**config.mk**
```make
export PLATFORM = sky130hd
export DESIGN_NAME = irqf_top
export DESIGN_NICKNAME = d
export VERILOG_FILES = /design/src/verilog/irqf_pkg.sv /design/src/verilog/irqf_top.sv
export SDC_FILE = /design/constraint.sdc
export NUM_CORES = 1
export LEC_CHECK = 0
export BUFFER_PORTS_ARGS = -buffer_cell sky130_fd_sc_hd__buf_2
export CAP_MARGIN = 0
export CELL_PAD_IN_SITES_DETAIL_PLACEMENT = 1
export CELL_PAD_IN_SITES_GLOBAL_PLACEMENT = 2
export CORE_MARGIN = 2
export CORE_UTILIZATION = 31
export CTS_CLUSTER_SIZE = 24
export DETAILED_ROUTE_END_ITERATION = 12
export PLACE_DENSITY = 0.95
export SLEW_MARGIN = 5
export SYNTH_ARGS = -nofsm -noshare
export SYNTH_HDL_FRONTEND = slang
export SYNTH_SLANG_ARGS = --single-unit
export TNS_END_PERCENT = 1
```
**constraint.sdc**
```tcl
create_clock -name core_clk -period 4.15 [get_ports core_clk]
set_input_delay 0.415 -clock core_clk [delete_from_list [all_inputs] [get_ports core_clk]]
set_output_delay 0.415 -clock core_clk [all_outputs]
set_load 0.02 [all_outputs]
```
**src/verilog/irqf_pkg.sv**
```systemverilog
// Package: register map, bit positions and vector addresses of the interrupt flag block
`default_nettype none
package irqf_pkg;

    localparam int unsigned IRQF_ADDR_W   = 12;
    localparam int unsigned IRQF_DATA_W   = 32;
    localparam int unsigned IRQF_REG_W    = 8;
    localparam int unsigned IRQF_IDX_W    = 10;
    localparam int unsigned IRQF_VEC_W    = 16;
    localparam int unsigned IRQF_NSRC     = 8;

    // Register indexes; byte address is four times the index
    localparam logic [9:0] IDX_TIMER_EXT_IRQ_FLAGS = 10'h088;
    localparam logic [9:0] IDX_SERIAL_PORT_CONTROL = 10'h098;
    localparam logic [9:0] IDX_TWOWIRE_CONTROL     = 10'h0DC;
    localparam logic [9:0] IDX_SPI_STATUS          = 10'h0E1;
    localparam logic [9:0] IDX_IRQ_ENABLE          = 10'h100;
    localparam logic [9:0] IDX_EVENT_STATUS        = 10'h101;
    localparam logic [9:0] IDX_EVENT_MASK          = 10'h102;
    localparam logic [9:0] IDX_REQUEST_INFO        = 10'h103;

    // Bit positions inside the flag registers
    localparam int unsigned BIT_TIMER1    = 7;
    localparam int unsigned BIT_TIMER0    = 5;
    localparam int unsigned BIT_EXT1      = 3;
    localparam int unsigned BIT_EXT0      = 1;
    localparam int unsigned BIT_UART_TX   = 1;
    localparam int unsigned BIT_UART_RX   = 0;
    localparam int unsigned BIT_SPI_DONE  = 7;
    localparam int unsigned BIT_SPI_FAULT = 4;
    localparam int unsigned BIT_TW_FLAG   = 7;

    // Source numbering, also the layout of enable, event status and mask
    localparam int unsigned SRC_EXT0    = 0;
    localparam int unsigned SRC_TIMER0  = 1;
    localparam int unsigned SRC_EXT1    = 2;
    localparam int unsigned SRC_TIMER1  = 3;
    localparam int unsigned SRC_UART    = 4;
    localparam int unsigned SRC_SPI     = 5;
    localparam int unsigned SRC_TWOWIRE = 6;
    localparam int unsigned SRC_ADC     = 7;

    localparam logic [7:0]  TW_NO_INFO_STATE = 8'hF8;
    localparam logic [15:0] VEC_RESET        = 16'h0000;
    localparam logic [15:0] VEC_TIMER0       = 16'h000B;
    localparam logic [15:0] VEC_EXT1         = 16'h0013;
    localparam logic [15:0] VEC_ADC          = 16'h008B;

    localparam logic [7:0]  REG_RESET        = 8'h00;
    localparam logic [31:0] RDATA_ZERO       = 32'h0000_0000;

endpackage
`default_nettype wire

```
**src/verilog/irqf_top.sv**
```systemverilog
// Interrupt request flags with APB register access and vector selection
`timescale 1ns/1ps
`default_nettype none
module irqf_top
    import irqf_pkg::*;
#(
    parameter logic [15:0] VEC_EXT0    = 16'h0003,
    parameter logic [15:0] VEC_TIMER1  = 16'h001B,
    parameter logic [15:0] VEC_UART    = 16'h0023,
    parameter logic [15:0] VEC_SPI     = 16'h004B,
    parameter logic [15:0] VEC_TWOWIRE = 16'h0043
) (
    input  wire logic                   core_clk,
    input  wire logic                   reset_n,

    // APB slave port
    input  wire logic                   psel,
    input  wire logic                   penable,
    input  wire logic                   pwrite,
    input  wire logic [IRQF_ADDR_W-1:0] paddr,
    input  wire logic [IRQF_DATA_W-1:0] pwdata,
    input  wire logic [3:0]             pstrb,
    output logic      [IRQF_DATA_W-1:0] prdata,
    output logic                        pready,
    output logic                        pslverr,

    // Event strobes and levels from the peripherals
    input  wire logic                   timer0_overflow,
    input  wire logic                   timer1_overflow,

    input  wire logic                   ext_irq0_pin,
    input  wire logic                   ext_irq1_pin,

    input  wire logic                   uart_mode0,
    input  wire logic                   uart_tx_bit8_end,
    input  wire logic                   uart_tx_stop_begin,
    input  wire logic                   uart_rx_bit8_end,
    input  wire logic                   uart_rx_stop_mid,

    input  wire logic                   spi_xfer_end,
    input  wire logic                   spi_fault_event,
    input  wire logic                   spi_data_reg_read,

    input  wire logic [7:0]             twowire_state,
    input  wire logic                   twowire_state_enter,

    input  wire logic                   adc_pending,

    // Processor side: combined request and vector, and the event line
    output logic                        irq_req,
    output logic      [IRQF_VEC_W-1:0]  irq_vector,
    output logic                        irq_out
);

    ////////////////////////////////////////////////////////////////////////////
    // Decode helpers

    // Registers sit on word addresses, so the two low address bits must be zero
    function automatic logic addr_is(input logic [IRQF_ADDR_W-1:0] a,
                                     input logic [IRQF_IDX_W-1:0]  idx);
        addr_is = (a == {idx, 2'b00});
    endfunction

    // Later tests override earlier ones: the last line has the top priority
    function automatic logic [IRQF_VEC_W-1:0] pick_vector(input logic [IRQF_NSRC-1:0] p);
        pick_vector = VEC_RESET;
        if (p[SRC_ADC])     pick_vector = VEC_ADC;
        if (p[SRC_TWOWIRE]) pick_vector = VEC_TWOWIRE;
        if (p[SRC_SPI])     pick_vector = VEC_SPI;
        if (p[SRC_UART])    pick_vector = VEC_UART;
        if (p[SRC_TIMER1])  pick_vector = VEC_TIMER1;
        if (p[SRC_EXT1])    pick_vector = VEC_EXT1;
        if (p[SRC_TIMER0])  pick_vector = VEC_TIMER0;
        if (p[SRC_EXT0])    pick_vector = VEC_EXT0;
    endfunction

    ////////////////////////////////////////////////////////////////////////////
    // State

    // Software-visible flags and the internal SPI clear arm
    logic                timer1_pending;
    logic                timer0_pending;
    logic                ext_irq1_pending;
    logic                ext_irq0_pending;
    logic                uart_tx_done;
    logic                uart_rx_done;
    logic                spi_xfer_done;
    logic                spi_mode_fault;
    logic                spi_clear_armed;
    logic                twowire_flag;

    // Enable, sticky event status and its mask
    logic [7:0]          irq_enable;
    logic [7:0]          event_status;
    logic [7:0]          event_mask;

    // Pin synchronisers and the filtered pin level
    logic [2:0]          ext0_sync;
    logic [2:0]          ext1_sync;
    logic                ext0_level;
    logic                ext1_level;

    ////////////////////////////////////////////////////////////////////////////
    // APB decode

    // Every strobe is qualified by the access phase
    wire access     = psel & penable;
    wire wr_access  = access & pwrite & pstrb[0];
    wire rd_access  = access & ~pwrite;
    wire hit_timer  = addr_is(paddr, IDX_TIMER_EXT_IRQ_FLAGS);
    wire hit_serial = addr_is(paddr, IDX_SERIAL_PORT_CONTROL);
    wire hit_tw     = addr_is(paddr, IDX_TWOWIRE_CONTROL);
    wire hit_spi    = addr_is(paddr, IDX_SPI_STATUS);
    wire hit_enable = addr_is(paddr, IDX_IRQ_ENABLE);
    wire hit_status = addr_is(paddr, IDX_EVENT_STATUS);
    wire hit_mask   = addr_is(paddr, IDX_EVENT_MASK);
    wire hit_info   = addr_is(paddr, IDX_REQUEST_INFO);
    wire hit_any    = hit_timer | hit_serial | hit_tw | hit_spi
                    | hit_enable | hit_status | hit_mask | hit_info;

    // Write and read strobes per register
    wire wr_timer   = wr_access & hit_timer;
    wire wr_serial  = wr_access & hit_serial;
    wire wr_tw      = wr_access & hit_tw;
    wire wr_enable  = wr_access & hit_enable;
    wire wr_mask    = wr_access & hit_mask;
    wire rd_spi     = rd_access & hit_spi;
    wire rd_status  = rd_access & hit_status;
    wire [7:0] wbyte = pwdata[7:0];

    // Zero wait states; bad addresses answer with an error and change nothing
    assign pready  = 1'b1;
    assign pslverr = access & ~hit_any;

    ////////////////////////////////////////////////////////////////////////////
    // Event sources

    wire ext0_pin_in = ext_irq0_pin;
    wire ext1_pin_in = ext_irq1_pin;

    // External pins: three stages, a fall counts once stages two and three agree
    wire ext0_fall = ext0_level & (ext0_sync[1] == ext0_sync[2]) & ~ext0_sync[2];
    wire ext1_fall = ext1_level & (ext1_sync[1] == ext1_sync[2]) & ~ext1_sync[2];

    // The mode picks which strobe counts; the other one is ignored
    wire tx_event  = uart_mode0 ? uart_tx_bit8_end : uart_tx_stop_begin;
    wire rx_event  = uart_mode0 ? uart_rx_bit8_end : uart_rx_stop_mid;

    // The no-information state is seen but raises nothing
    wire tw_event  = twowire_state_enter
                   & (twowire_state != TW_NO_INFO_STATE);

    ////////////////////////////////////////////////////////////////////////////
    // Next values; a hardware set always beats a same-cycle clear

    wire next_timer1 = timer1_overflow
                     | (wr_timer ? wbyte[BIT_TIMER1] : timer1_pending);

    wire next_timer0 = timer0_overflow
                     | (wr_timer ? wbyte[BIT_TIMER0] : timer0_pending);

    wire next_ext1   = ext1_fall
                     | (wr_timer ? wbyte[BIT_EXT1] : ext_irq1_pending);

    wire next_ext0   = ext0_fall
                     | (wr_timer ? wbyte[BIT_EXT0] : ext_irq0_pending);

    // Hardware only sets these; the only clear is a software write
    wire next_tx     = tx_event
                     | (wr_serial ? wbyte[BIT_UART_TX] : uart_tx_done);

    wire next_rx     = rx_event
                     | (wr_serial ? wbyte[BIT_UART_RX] : uart_rx_done);

    // A written one is ignored, a written zero clears
    wire tw_clear    = wr_tw & ~wbyte[BIT_TW_FLAG];
    wire next_tw     = tw_event | (twowire_flag & ~tw_clear);

    // Clear needs a status read first; a new completion disarms it so the
    // following data read cannot swallow a flag software has not yet seen
    wire spi_clear       = spi_clear_armed & spi_data_reg_read;
    wire next_spi_done   = spi_xfer_end | (spi_xfer_done & ~spi_clear);
    wire next_spi_armed  = ~spi_xfer_end & ~spi_clear
                         & (spi_clear_armed | (rd_spi & prdata[BIT_SPI_DONE]));

    // Bits are judged by what the read returned, latched in setup, so a flag
    // raised between setup and access is never cleared unseen
    wire next_spi_fault  = spi_fault_event
                         | (spi_mode_fault & ~(rd_spi & prdata[BIT_SPI_FAULT]));

    ////////////////////////////////////////////////////////////////////////////
    // Sticky event status, read to clear, set wins

    wire [7:0] src_event;
    assign src_event[SRC_EXT0]    = ext0_fall;
    assign src_event[SRC_TIMER0]  = timer0_overflow;
    assign src_event[SRC_EXT1]    = ext1_fall;
    assign src_event[SRC_TIMER1]  = timer1_overflow;
    assign src_event[SRC_UART]    = tx_event | rx_event;
    assign src_event[SRC_SPI]     = spi_xfer_end;
    assign src_event[SRC_TWOWIRE] = tw_event;
    assign src_event[SRC_ADC]     = adc_pending;

    // Only the bits that the read returned are cleared
    wire [7:0] status_clr = rd_status ? prdata[IRQF_REG_W-1:0] : REG_RESET;

    wire [7:0] next_event_status;
    genvar gi;
    generate
        for (gi = 0; gi < IRQF_NSRC; gi++) begin : g_sticky
            assign next_event_status[gi] = src_event[gi]
                                         | (event_status[gi] & ~status_clr[gi]);
        end
    endgenerate

    // Level output: high while an unmasked event bit is set
    assign irq_out = |(event_status & event_mask);

    ////////////////////////////////////////////////////////////////////////////
    // Request combining and vector selection

    // Both UART flags share one source; the converter request is a level
    wire [7:0] flag_pending;
    assign flag_pending[SRC_EXT0]    = ext_irq0_pending;
    assign flag_pending[SRC_TIMER0]  = timer0_pending;
    assign flag_pending[SRC_EXT1]    = ext_irq1_pending;
    assign flag_pending[SRC_TIMER1]  = timer1_pending;
    assign flag_pending[SRC_UART]    = uart_tx_done | uart_rx_done;
    assign flag_pending[SRC_SPI]     = spi_xfer_done;
    assign flag_pending[SRC_TWOWIRE] = twowire_flag;
    assign flag_pending[SRC_ADC]     = adc_pending;

    wire [7:0]  gated_pending = flag_pending & irq_enable;
    wire        next_req      = |gated_pending;

    // Without a request the vector reads as the reset fetch address
    wire [15:0] next_vector   = pick_vector(gated_pending);

    ////////////////////////////////////////////////////////////////////////////
    // Read data, latched in the setup phase

    wire [7:0] rd_timer  = (8'(timer1_pending)   << BIT_TIMER1)
                         | (8'(timer0_pending)   << BIT_TIMER0)
                         | (8'(ext_irq1_pending) << BIT_EXT1)
                         | (8'(ext_irq0_pending) << BIT_EXT0);

    wire [7:0] rd_serial = (8'(uart_tx_done) << BIT_UART_TX)
                         | (8'(uart_rx_done) << BIT_UART_RX);

    wire [7:0] rd_tw     = 8'(twowire_flag) << BIT_TW_FLAG;

    wire [7:0] rd_spist  = (8'(spi_xfer_done)  << BIT_SPI_DONE)
                         | (8'(spi_mode_fault) << BIT_SPI_FAULT);

    wire [7:0] rd_byte   = hit_timer  ? rd_timer     :
                           hit_serial ? rd_serial    :
                           hit_tw     ? rd_tw        :
                           hit_spi    ? rd_spist     :
                           hit_enable ? irq_enable   :
                           hit_status ? event_status :
                           hit_mask   ? event_mask   : REG_RESET;

    // The info word mirrors the request that the core sees
    wire [31:0] rd_word  = hit_info ? {irq_vector, 7'h00, irq_req, gated_pending}
                                    : {24'h00_0000, rd_byte};

    // Loaded in setup so that it stands through the whole access phase
    wire        setup    = psel & ~penable;

    ////////////////////////////////////////////////////////////////////////////
    // Registers

    // Synchronisers reset high, the idle pin level, so reset makes no false edge
    always_ff @(posedge core_clk or negedge reset_n) begin
        if (!reset_n) begin
            ext0_sync  <= 3'h7;
            ext1_sync  <= 3'h7;
            ext0_level <= 1'b1;
            ext1_level <= 1'b1;
        end else begin
            ext0_sync  <= {ext0_sync[1:0], ext0_pin_in};
            ext1_sync  <= {ext1_sync[1:0], ext1_pin_in};
            if (ext0_sync[1] == ext0_sync[2]) ext0_level <= ext0_sync[2];
            if (ext1_sync[1] == ext1_sync[2]) ext1_level <= ext1_sync[2];
        end
    end

    // Timer and pin flags
    always_ff @(posedge core_clk or negedge reset_n) begin
        if (!reset_n) begin
            timer1_pending   <= 1'b0;
            timer0_pending   <= 1'b0;
            ext_irq1_pending <= 1'b0;
            ext_irq0_pending <= 1'b0;
        end else begin
            timer1_pending   <= next_timer1;
            timer0_pending   <= next_timer0;
            ext_irq1_pending <= next_ext1;
            ext_irq0_pending <= next_ext0;
        end
    end

    // Serial, two-wire and SPI flags
    always_ff @(posedge core_clk or negedge reset_n) begin
        if (!reset_n) begin
            uart_tx_done     <= 1'b0;
            uart_rx_done     <= 1'b0;
            twowire_flag     <= 1'b0;
            spi_xfer_done    <= 1'b0;
            spi_clear_armed  <= 1'b0;
            spi_mode_fault   <= 1'b0;
        end else begin
            uart_tx_done     <= next_tx;
            uart_rx_done     <= next_rx;
            twowire_flag     <= next_tw;
            spi_xfer_done    <= next_spi_done;
            spi_clear_armed  <= next_spi_armed;
            spi_mode_fault   <= next_spi_fault;
        end
    end

    // Enable and mask are plain read-write bytes
    always_ff @(posedge core_clk or negedge reset_n) begin
        if (!reset_n) begin
            irq_enable   <= REG_RESET;
            event_mask   <= REG_RESET;
            event_status <= REG_RESET;
        end else begin
            if (wr_enable) irq_enable <= wbyte;
            if (wr_mask)   event_mask <= wbyte;
            event_status <= next_event_status;
        end
    end

    // Request and vector to the core, registered so they never glitch
    always_ff @(posedge core_clk or negedge reset_n) begin
        if (!reset_n) begin
            irq_req    <= 1'b0;
            irq_vector <= VEC_RESET;
        end else begin
            irq_req    <= next_req;
            irq_vector <= next_vector;
        end
    end

    always_ff @(posedge core_clk or negedge reset_n) begin
        if (!reset_n) begin
            prdata <= RDATA_ZERO;
        end else if (setup && !pwrite) begin
            prdata <= rd_word;
        end
    end

endmodule
`default_nettype wire
```
==> results.json, run 1 <==
{
  "p_per_area_nw_per_um2": 329,
  "drv_slew": 0,
  "final_common_cell": "buf_2",
  "tns_ps": 0,
  "cp_slowest_stage_delay_ps": 660,
  "dieArea_um2": 11600,
  "worst-path-buf-inv": 2,
  "final_cells": 548,
  "syn_inst": 335,
  "core_area_um2": 10400,
  "grt_pass1_vias": 2856,
  "post_cts_resize_count": 0,
  "worstMarginPinSlew_ps": 845,
  "placed_cells": 532,
  "ys.flop_type": "dfrtp_1",
  "final_cell_mix": "buf_2 (73), dfrtp_1 (56), nand2_1 (53), conb_1 (26), nor2_1 (17)",
  "areaGrowthSynthToFinish_pct": 17.5,
  "antenna_found_initial": 0,
  "async_flop_share": 1.00,
  "worstSetupPathType": "in -> out",
  "worstHoldPathType": "in -> async",
  "vias": 2756,
  "status": "complete, no violations",
  "die_h_um": 108,
  "cts_hold_buf": 0,
  "p_total_w": 0.00128,
  "finalCritPeriodShare": 0.627,
  "cap_violations": 0,
  "place.detailed.hpwl_um": 7440,
  "grt_overflow_total": 0,
  "clk_pin_slew_ps": 70,
  "pin_count": 127,
  "postSynthAreaPerCell_um2": 9.93,
  "routedWlPerCell_um": 17.5,
  "path_cells": "buf_2 > or4_2 > nor4_1 > nor4b_1 > buf_2",
  "synth_area_um2": 3330,
  "vdd_drop_max_mv": 0.134,
  "cts.sinks": 64,
  "end_kind": "output pin",
  "place_ws_ps": 1480,
  "nNetsFinal": 482,
  "slowest_stage": "nor4_1",
  "ys_warn_count": 0,
  "insertion_delay_ps": 330,
  "drive_gt1_frac": 0.296,
  "numCtsBuffers": 9,
  "vias_per_cell": 5.03,
  "antenna_cells": 0,
  "setup_ws_ps": 1550,
  "wl_um": 9590,
  "hold_viol_final": 0,
  "synth-edff-count": 0,
  "firstDrtPassIters": 4,
  "setup_violations": 0,
  "startpoint_type": "input pin",
  "critical_path_arrival_ps": 2190,
  "grt_max_degree": 45,
  "p_leak_nw": 1.83,
  "min_period_ps": 2600,
  "drt_iter0_drc": 150,
  "cts_tree": "built",
  "crit_family": "simple AND/OR/NAND/NOR gates",
  "cts_setup_buffers": 0,
  "relSlewSlack": 0.432,
  "worstPathRequired_ps": 3730,
  "portBuffers": 73,
  "num_rows": 37,
  "synth-seq-cells": 64,
  "clk_path_buf_depth": 2,
  "clock_skew_ps": 6.35,
  "initial_core_util": 0.321,
  "route.detailed.drc": 0,
  "yosysSeqAreaShare": 0.484,
  "worst_path_most_repeated_cell": "buf_2",
  "grtUsageTotal": 0.174,
  "place_congestion": 0.934,
  "fp.dieW_um": 108,
  "grt_setup_unrepaired": "false",
  "synth_cell_types": 53,
  "grt_pass1_wl_um": 15200,
  "fin_util": 0.377,
  "postRouteAntennaNets": 0,
  "worstPathMaxFanout": 6,
  "root_buffer": "clkbuf_8",
  "htreeDepth": 3,
  "max_freq_mhz": 384
}
-- per-stage QoR --
stage	area, um2	hold slack, ps
6_report	3910	35.5
5_1_grt	3910	41.5
4_1_cts	3910	32.1
3_5_place_dp	3720	349
3_3_place_gp	3720	346
2_1_floorplan	3420	119
-- final timing paths --
path	startpoint	end	slack [ps]	cells after the start
worst max-delay path	paddr[1]	pslverr	1550	5
worst min-delay path	reset_n	spi_clear_armed	40	1
worst max register to register	uart_rx_done	irq_vector[3]	2570	4
worst min register to register	ext0_sync[0]	ext0_sync[1]	360	0
max in group asynchronous	reset_n	ext1_sync[2]	3160	2
min in group core_clk	ext_irq0_pin	ext0_sync[0]	180	1
-- sequential cells by signal (all words and copies together), names as in the netlist --
name              cells
prdata               15
event_mask            8
event_status          8
irq_enable            8
irq_vector            6
ext0_sync             3
ext1_sync             3
ext0_level            1
ext1_level            1
ext_irq0_pending      1
ext_irq1_pending      1
irq_req               1
spi_clear_armed       1
spi_mode_fault        1
spi_xfer_done         1
timer0_pending        1
timer1_pending        1
twowire_flag          1
uart_rx_done          1
uart_tx_done          1
-- cells in the mapped netlist (all sizes together), types with 5 or more instances --
cell type  count  area (um2)
a21o           7        52.6
a21oi         15        75.1
a22o           5        43.8
a22oi          6        45.0
buf           30         220
clkbuf         8        30.0
dfrtp         56        1400
dfstp          8         210
mux2          16         180
mux2i          9        90.1
nand2         53         199
nand2b         8        50.1
nand3         15        75.1
nand4          7        43.8
nor2          17        63.8
o21ai         12        60.1
-- final cells by class --
| cell class | count | area [um2] |
|---|---|---|
| inverters | 4 | 15.0 |
| repair buffers | 75 | 380 |
| clock inverters | 3 | 42.5 |
| fillers | 1252 | 6460 |
| multi-input cells | 253 | 1540 |
| flip-flops and latches | 64 | 1610 |
| clock buffers | 13 | 149 |
| well taps | 136 | 170 |
-- report_power, final --
part / internal, W / total (W) / switching (W)
Clock: 0.000294 / 0.000519 / 0.000226
Sequential: 0.000636 / 0.000644 / 0.00000747
Combinational: 0.0000372 / 0.000122 / 0.0000844
Total: 0.000967 / 0.00128 / 0.000317
-- routing by layer --
layer / global-route usage / vias to the layer above / routed length [um]
met5: 0 / - / 0
met4: 0.0604 / 0 / 156
met3: 0.0315 / 12 / 401
met2: 0.306 / 83 / 4910
met1: 0.212 / 1372 / 4120
li1: - / 1289 / -
-- kinds of logic after synthesis --
logic type,after synthesis,synth area share
multiplexers,25,0.0812
flip-flops,64,0.484
adder cells (fa/ha/maj),2,0.00602
AND/OR/NAND/NOR,136,0.213
other,2,0.00226
buffers and inverters,42,0.0797
AO/OA/AOI/OAI,64,0.133
(Power assumes the default switching activity.)
==> inputs of run 2 (changes only) <==
--- a/config.mk
+++ b/config.mk
@@ -10,10 +10,10 @@
 export CELL_PAD_IN_SITES_DETAIL_PLACEMENT = 1
 export CELL_PAD_IN_SITES_GLOBAL_PLACEMENT = 2
 export CORE_MARGIN = 2
-export CORE_UTILIZATION = 31
+export CORE_UTILIZATION = 26
 export CTS_CLUSTER_SIZE = 24
 export DETAILED_ROUTE_END_ITERATION = 12
-export PLACE_DENSITY = 0.95
+export PLACE_DENSITY = 0.87
 export SLEW_MARGIN = 5
 export SYNTH_ARGS = -nofsm -noshare
 export SYNTH_HDL_FRONTEND = slang
==> constraint.sdc (replaced) <==
create_clock -name core_clk -period 2.2 [get_ports core_clk]
set_input_delay 0.22 -clock core_clk [delete_from_list [all_inputs] [get_ports core_clk]]
set_output_delay 0.22 -clock core_clk [all_outputs]
set_load 0.02 [all_outputs]
==> results.json, run 2 (synthesis gave the netlist of run 1 again) <==
{
  "regMostFlops": "prdata",
  "fp.dieW_um": 117,
  "relSlewSlack": 0.462,
  "antenna_cells": 0,
  "areaGrowthSynthToFinish_pct": 26.7,
  "num-fill-cells": 1465,
  "num_rows": 41,
  "clkPwrFrac": 0.513,
  "drive_gt1_frac": 0.323,
  "seq_power_share": 0.407,
  "postRouteAntennaNets": 0,
  "grtUsageTotal": 0.149,
  "worst_path_most_repeated_cell": "buf_2",
  "antenna_found_initial": 0,
  "place_congestion": 0.893,
  "wl_um": 9790,
  "route.detailed.drc": 0,
  "drt_iter0_drc": 143,
  "portBuffers": 73,
  "vdd_drop_max_mv": 0.320,
  "status": "complete, no violations",
  "clk_path_buf_depth": 2,
  "die_h_um": 117,
  "critical_path_arrival_ps": 1640,
  "p_leak_nw": 1.98,
  "max_freq_mhz": 539,
  "finalCritPeriodShare": 0.844,
  "min_period_ps": 1860,
  "swShare": 0.231,
  "place.detailed.hpwl_um": 7500,
  "setup_violations": 0,
  "worstPathRequired_ps": 1980,
  "regArea_um2": 1610,
  "vias_per_cell": 4.68,
  "worstHoldPathType": "in -> async",
  "grt_overflow_total": 0,
  "grt_max_degree": 65,
  "root_buffer": "clkbuf_16",
  "core_area_um2": 12600,
  "cts_tree": "built",
  "pin_count": 127,
  "combPwrFrac": 0.080,
  "largest_reg_flops": 15,
  "worst-path-buf-inv": 3,
  "grt_pass1_vias": 2936,
  "grt_setup_unrepaired": "false",
  "clk_pin_slew_ps": 60,
  "drv_slew": 0,
  "initial_core_util": 0.265,
  "clock_skew_ps": 7.23,
  "post_cts_resize_count": 0,
  "dieArea_um2": 13700,
  "worstPathMaxFanout": 6,
  "slowest_stage": "or4_2",
  "cp_slowest_stage_delay_ps": 660,
  "p_int_w": 0.00229,
  "worstSetupPathType": "in -> out",
  "cts.sinks": 64,
  "firstDrtPassIters": 4,
  "hold_viol_final": 0,
  "end_kind": "output pin",
  "insertion_delay_ps": 330,
  "cts_setup_buffers": 0,
  "htreeDepth": 3,
  "tns_ps": 0,
  "final_common_cell": "buf_2",
  "worstMarginPinSlew_ps": 808,
  "switchingPower_w": 0.000691,
  "crit_family": "simple AND/OR/NAND/NOR gates",
  "cap_violations": 0,
  "numCtsBuffers": 9,
  "routedWlPerCell_um": 16.3,
  "place_ws_ps": 35.7,
  "path_cells": "buf_2 > or4_2 > nor4_1 > buf_4 > nor4b_1 > buf_2",
  "startpoint_type": "input pin",
  "final_cell_mix": "buf_2 (73), dfrtp_1 (56), nand2_1 (53), conb_1 (26), nor2_1 (17)",
  "vias": 2802,
  "grt_pass1_wl_um": 15100,
  "multi_input_area_um2": 1540,
  "nNetsFinal": 497,
  "p_per_area_nw_per_um2": 708,
  "setup_ws_ps": 344
}
run 2: final cells by class:
type / instances / area share
Tap cell: 172 / 0.0511
Timing Repair Buffer: 90 / 0.121
Multi-Input combinational cell: 253 / 0.365
Clock buffer: 10 / 0.0567
Inverter: 4 / 0.00356
Sequential cell: 64 / 0.382
Clock inverter: 6 / 0.0196
run 2: what timing repair did:
item,CTS,global route
endpoints found under the hold margin,2,0
endpoints found under the setup margin,0,0
hold buffers,2,0
run 2: worst paths after layout:
check / start / depth (start not counted) / end / slack [ps]
worst min register to register: ext0_sync[0] / 0 / ext0_sync[1] / 350
worst max-delay path: paddr[1] / 6 / pslverr / 340
max in group asynchronous: reset_n / 2 / irq_enable[2] / 1610
worst max register to register: uart_tx_done / 4 / irq_vector[3] / 600
worst min-delay path: reset_n / 2 / spi_clear_armed / 60
min in group core_clk: spi_xfer_end / 2 / spi_clear_armed / 70
run 2: metal layers:
layer | up-vias | track usage | share of wire
li1 | 1320 | - | -
met1 | 1380 | 0.174 | 0.42
met2 | 85 | 0.264 | 0.51
met3 | 17 | 0.0345 | 0.055
met4 | 0 | 0.0573 | 0.018
met5 | - | 0 | 0
run 2: stage by stage:
| stage | instance area, um2 | hold slack (ps) | total power (W) | util | cells |
|---|---|---|---|---|---|
| 6_report | 4210 | 57.2 | 0.00299 | 0.335 | 599 |
| 5_1_grt | 4210 | 63.6 | 0.00311 | 0.335 | 599 |
| 4_1_cts | 4210 | 60.2 | 0.00303 | 0.335 | 599 |
| 3_5_place_dp | 3870 | 327 | 0.00147 | 0.308 | 581 |
| 3_3_place_gp | 3870 | 328 | 0.00146 | 0.308 | 581 |
| 2_1_floorplan | 3420 | -75.6 | 0.00138 | - | 359 |
run 2: power groups by stage:
| stage | logic, W | clock network, W | registers, W |
|---|---|---|---|
| 2_1_floorplan | 0.000142 | 0 | 0.00124 |
| 3_3_place_gp | 0.000230 | 0 | 0.00124 |
| 3_5_place_dp | 0.000237 | 0 | 0.00124 |
| 4_1_cts | 0.000240 | 0.00158 | 0.00122 |
| 5_1_grt | 0.000264 | 0.00163 | 0.00122 |
| 6_report | 0.000238 | 0.00153 | 0.00122 |
==> inputs of run 3 (changes only) <==
--- a/config.mk
+++ b/config.mk
@@ -10,10 +10,10 @@
 export CELL_PAD_IN_SITES_DETAIL_PLACEMENT = 1
 export CELL_PAD_IN_SITES_GLOBAL_PLACEMENT = 2
 export CORE_MARGIN = 2
-export CORE_UTILIZATION = 26
+export CORE_UTILIZATION = 29
 export CTS_CLUSTER_SIZE = 24
 export DETAILED_ROUTE_END_ITERATION = 12
-export PLACE_DENSITY = 0.87
+export PLACE_DENSITY = 0.91
 export SLEW_MARGIN = 5
 export SYNTH_ARGS = -nofsm -noshare
 export SYNTH_HDL_FRONTEND = slang
==> constraint.sdc (replaced) <==
create_clock -name core_clk -period 1.8 [get_ports core_clk]
set_input_delay 0.18 -clock core_clk [delete_from_list [all_inputs] [get_ports core_clk]]
set_output_delay 0.18 -clock core_clk [all_outputs]
set_load 0.02 [all_outputs]
==> results.json, run 3 (synthesis gave the netlist of run 1 again) <==
{
  "hold_viol_final": 0,
  "die_h_um": 111,
  "drt_iter0_drc": 102,
  "crit_start": "paddr[10]",
  "routedWlPerCell_um": 17.8,
  "antenna_found_initial": 0,
  "p_per_area_nw_per_um2": 814,
  "place_ws_ps": -282,
  "cts_tree": "built",
  "fin_area_um2": 4360,
  "worstPathRequired_ps": 1620,
  "core_area_um2": 11300,
  "drv_slew": 0,
  "pin_count": 127,
  "clk_path_buf_depth": 2,
  "status": "complete, no violations",
  "placed_cell_area_um2": 4010,
  "vias": 2902,
  "final_cell_mix": "buf_2 (73), dfrtp_1 (56), nand2_1 (53), buf_4 (36), conb_1 (26)",
  "largest_reg_flops": 15,
  "firstDrtPassIters": 4,
  "clock_skew_ps": 5.44,
  "areaGrowthSynthToFinish_pct": 31.0,
  "num_rows": 39,
  "htreeDepth": 3,
  "grt_max_degree": 65,
  "route.detailed.drc": 0,
  "worstPathMaxFanout": 5,
  "clk_pin_slew_ps": 60,
  "place.detailed.hpwl_um": 8180,
  "portBuffers": 73,
  "grt_overflow_total": 0,
  "vdd_drop_max_mv": 0.441,
  "numCtsBuffers": 9,
  "place_congestion": 0.913,
  "fp.dieW_um": 111,
  "root_buffer": "clkbuf_16",
  "initial_core_util": 0.294,
  "grt_pass1_vias": 3135,
  "finalCritPeriodShare": 0.957,
  "hold_ws_ps": 39.7,
  "wl_um": 10600,
  "reg2reg_depth": 3,
  "tns_ps": 0,
  "antenna_cells": 0,
  "drive_gt1_frac": 0.360,
  "vias_per_cell": 4.89,
  "regMostFlops": "prdata",
  "grtUsageTotal": 0.176,
  "critical_path_arrival_ps": 1540,
  "p_leak_nw": 2.09,
  "rr_startpoint": "irq_enable[3]",
  "grt_pass1_wl_um": 17100,
  "min_period_ps": 1720,
  "r2r_setup_slack_ps": 300,
  "postRouteAntennaNets": 0,
  "max_freq_mhz": 580,
  "cts.sinks": 64,
  "worstSetupPathType": "in -> out",
  "setup_violations": 0,
  "cap_violations": 0,
  "setup_ws_ps": 77.3,
  "final_common_cell": "buf_2",
  "nNetsFinal": 520,
  "r2r-end": "irq_vector[7]",
  "insertion_delay_ps": 330,
  "fin_util": 0.385,
  "startpoint_type": "input pin",
  "dieArea_um2": 12300,
  "worstHoldPathType": "in -> reg",
  "endpoint": "pslverr",
  "end_kind": "output pin"
}
run 3: worst min path at each step:
stage	from	endpoint	slack, ps	depth (start not counted)
after global routing	spi_xfer_end	spi_clear_armed	40	2
after detailed placement	reset_n	spi_clear_armed	230	2
after global placement	reset_n	spi_clear_armed	220	2
final	spi_xfer_end	spi_clear_armed	40	2
after CTS	spi_xfer_end	spi_clear_armed	30	2
after floorplan	reset_n	event_mask[0]	-120	0
run 3: area by class of cell:
class,instances,area [um2]
Sequential cell,64,1610
Inverter,4,15.0
Fill cell,1335,6960
Clock inverter,5,56.3
Timing Repair Buffer,113,686
Tap cell,143,179
Clock buffer,11,243
Multi-Input combinational cell,253,1570
run 3: timing repair:
item	in CTS	in global routing
hold buffers	3	0
endpoints found under the setup margin	1	2
gates resized for setup	2	3
pin swaps	1	2
gates cloned	0	0
buffers inserted	0	0
hold endpoints to repair	58	0
run 3: stage by stage:
step / power [W] / std cells
global route: 0.00368 / 593
finish: 0.00355 / 593
global placement: 0.00181 / 575
detailed placement: 0.00183 / 575
CTS: 0.00359 / 594
floorplan: 0.00169 / 359
run 3: power by group:
group	total, W	internal (W)	leakage (nW)	switching, W
clock network	0.00174	0.00111	0.145	0.000633
logic	0.000325	0.000116	1.17	0.000209
registers	0.00148	0.00147	0.774	0.0000162
total	0.00355	0.00269	2.09	0.000858
run 3: metal layers:
metal / track usage / share of wire / vias up
met3: 0.0334 / 0.044 / 20
met1: 0.220 / 0.43 / 1434
met5: 0 / 0 / -
li1: - / - / 1361
met4: 0.0650 / 0.022 / 0
met2: 0.304 / 0.50 / 87
run 3: worst max-delay path: stages:
cell and delay, ps:
buf_2 110, nor3b_1 160, buf_4 140, and4_1 250, buf_4 160, nor4b_1 300
buf_2 220
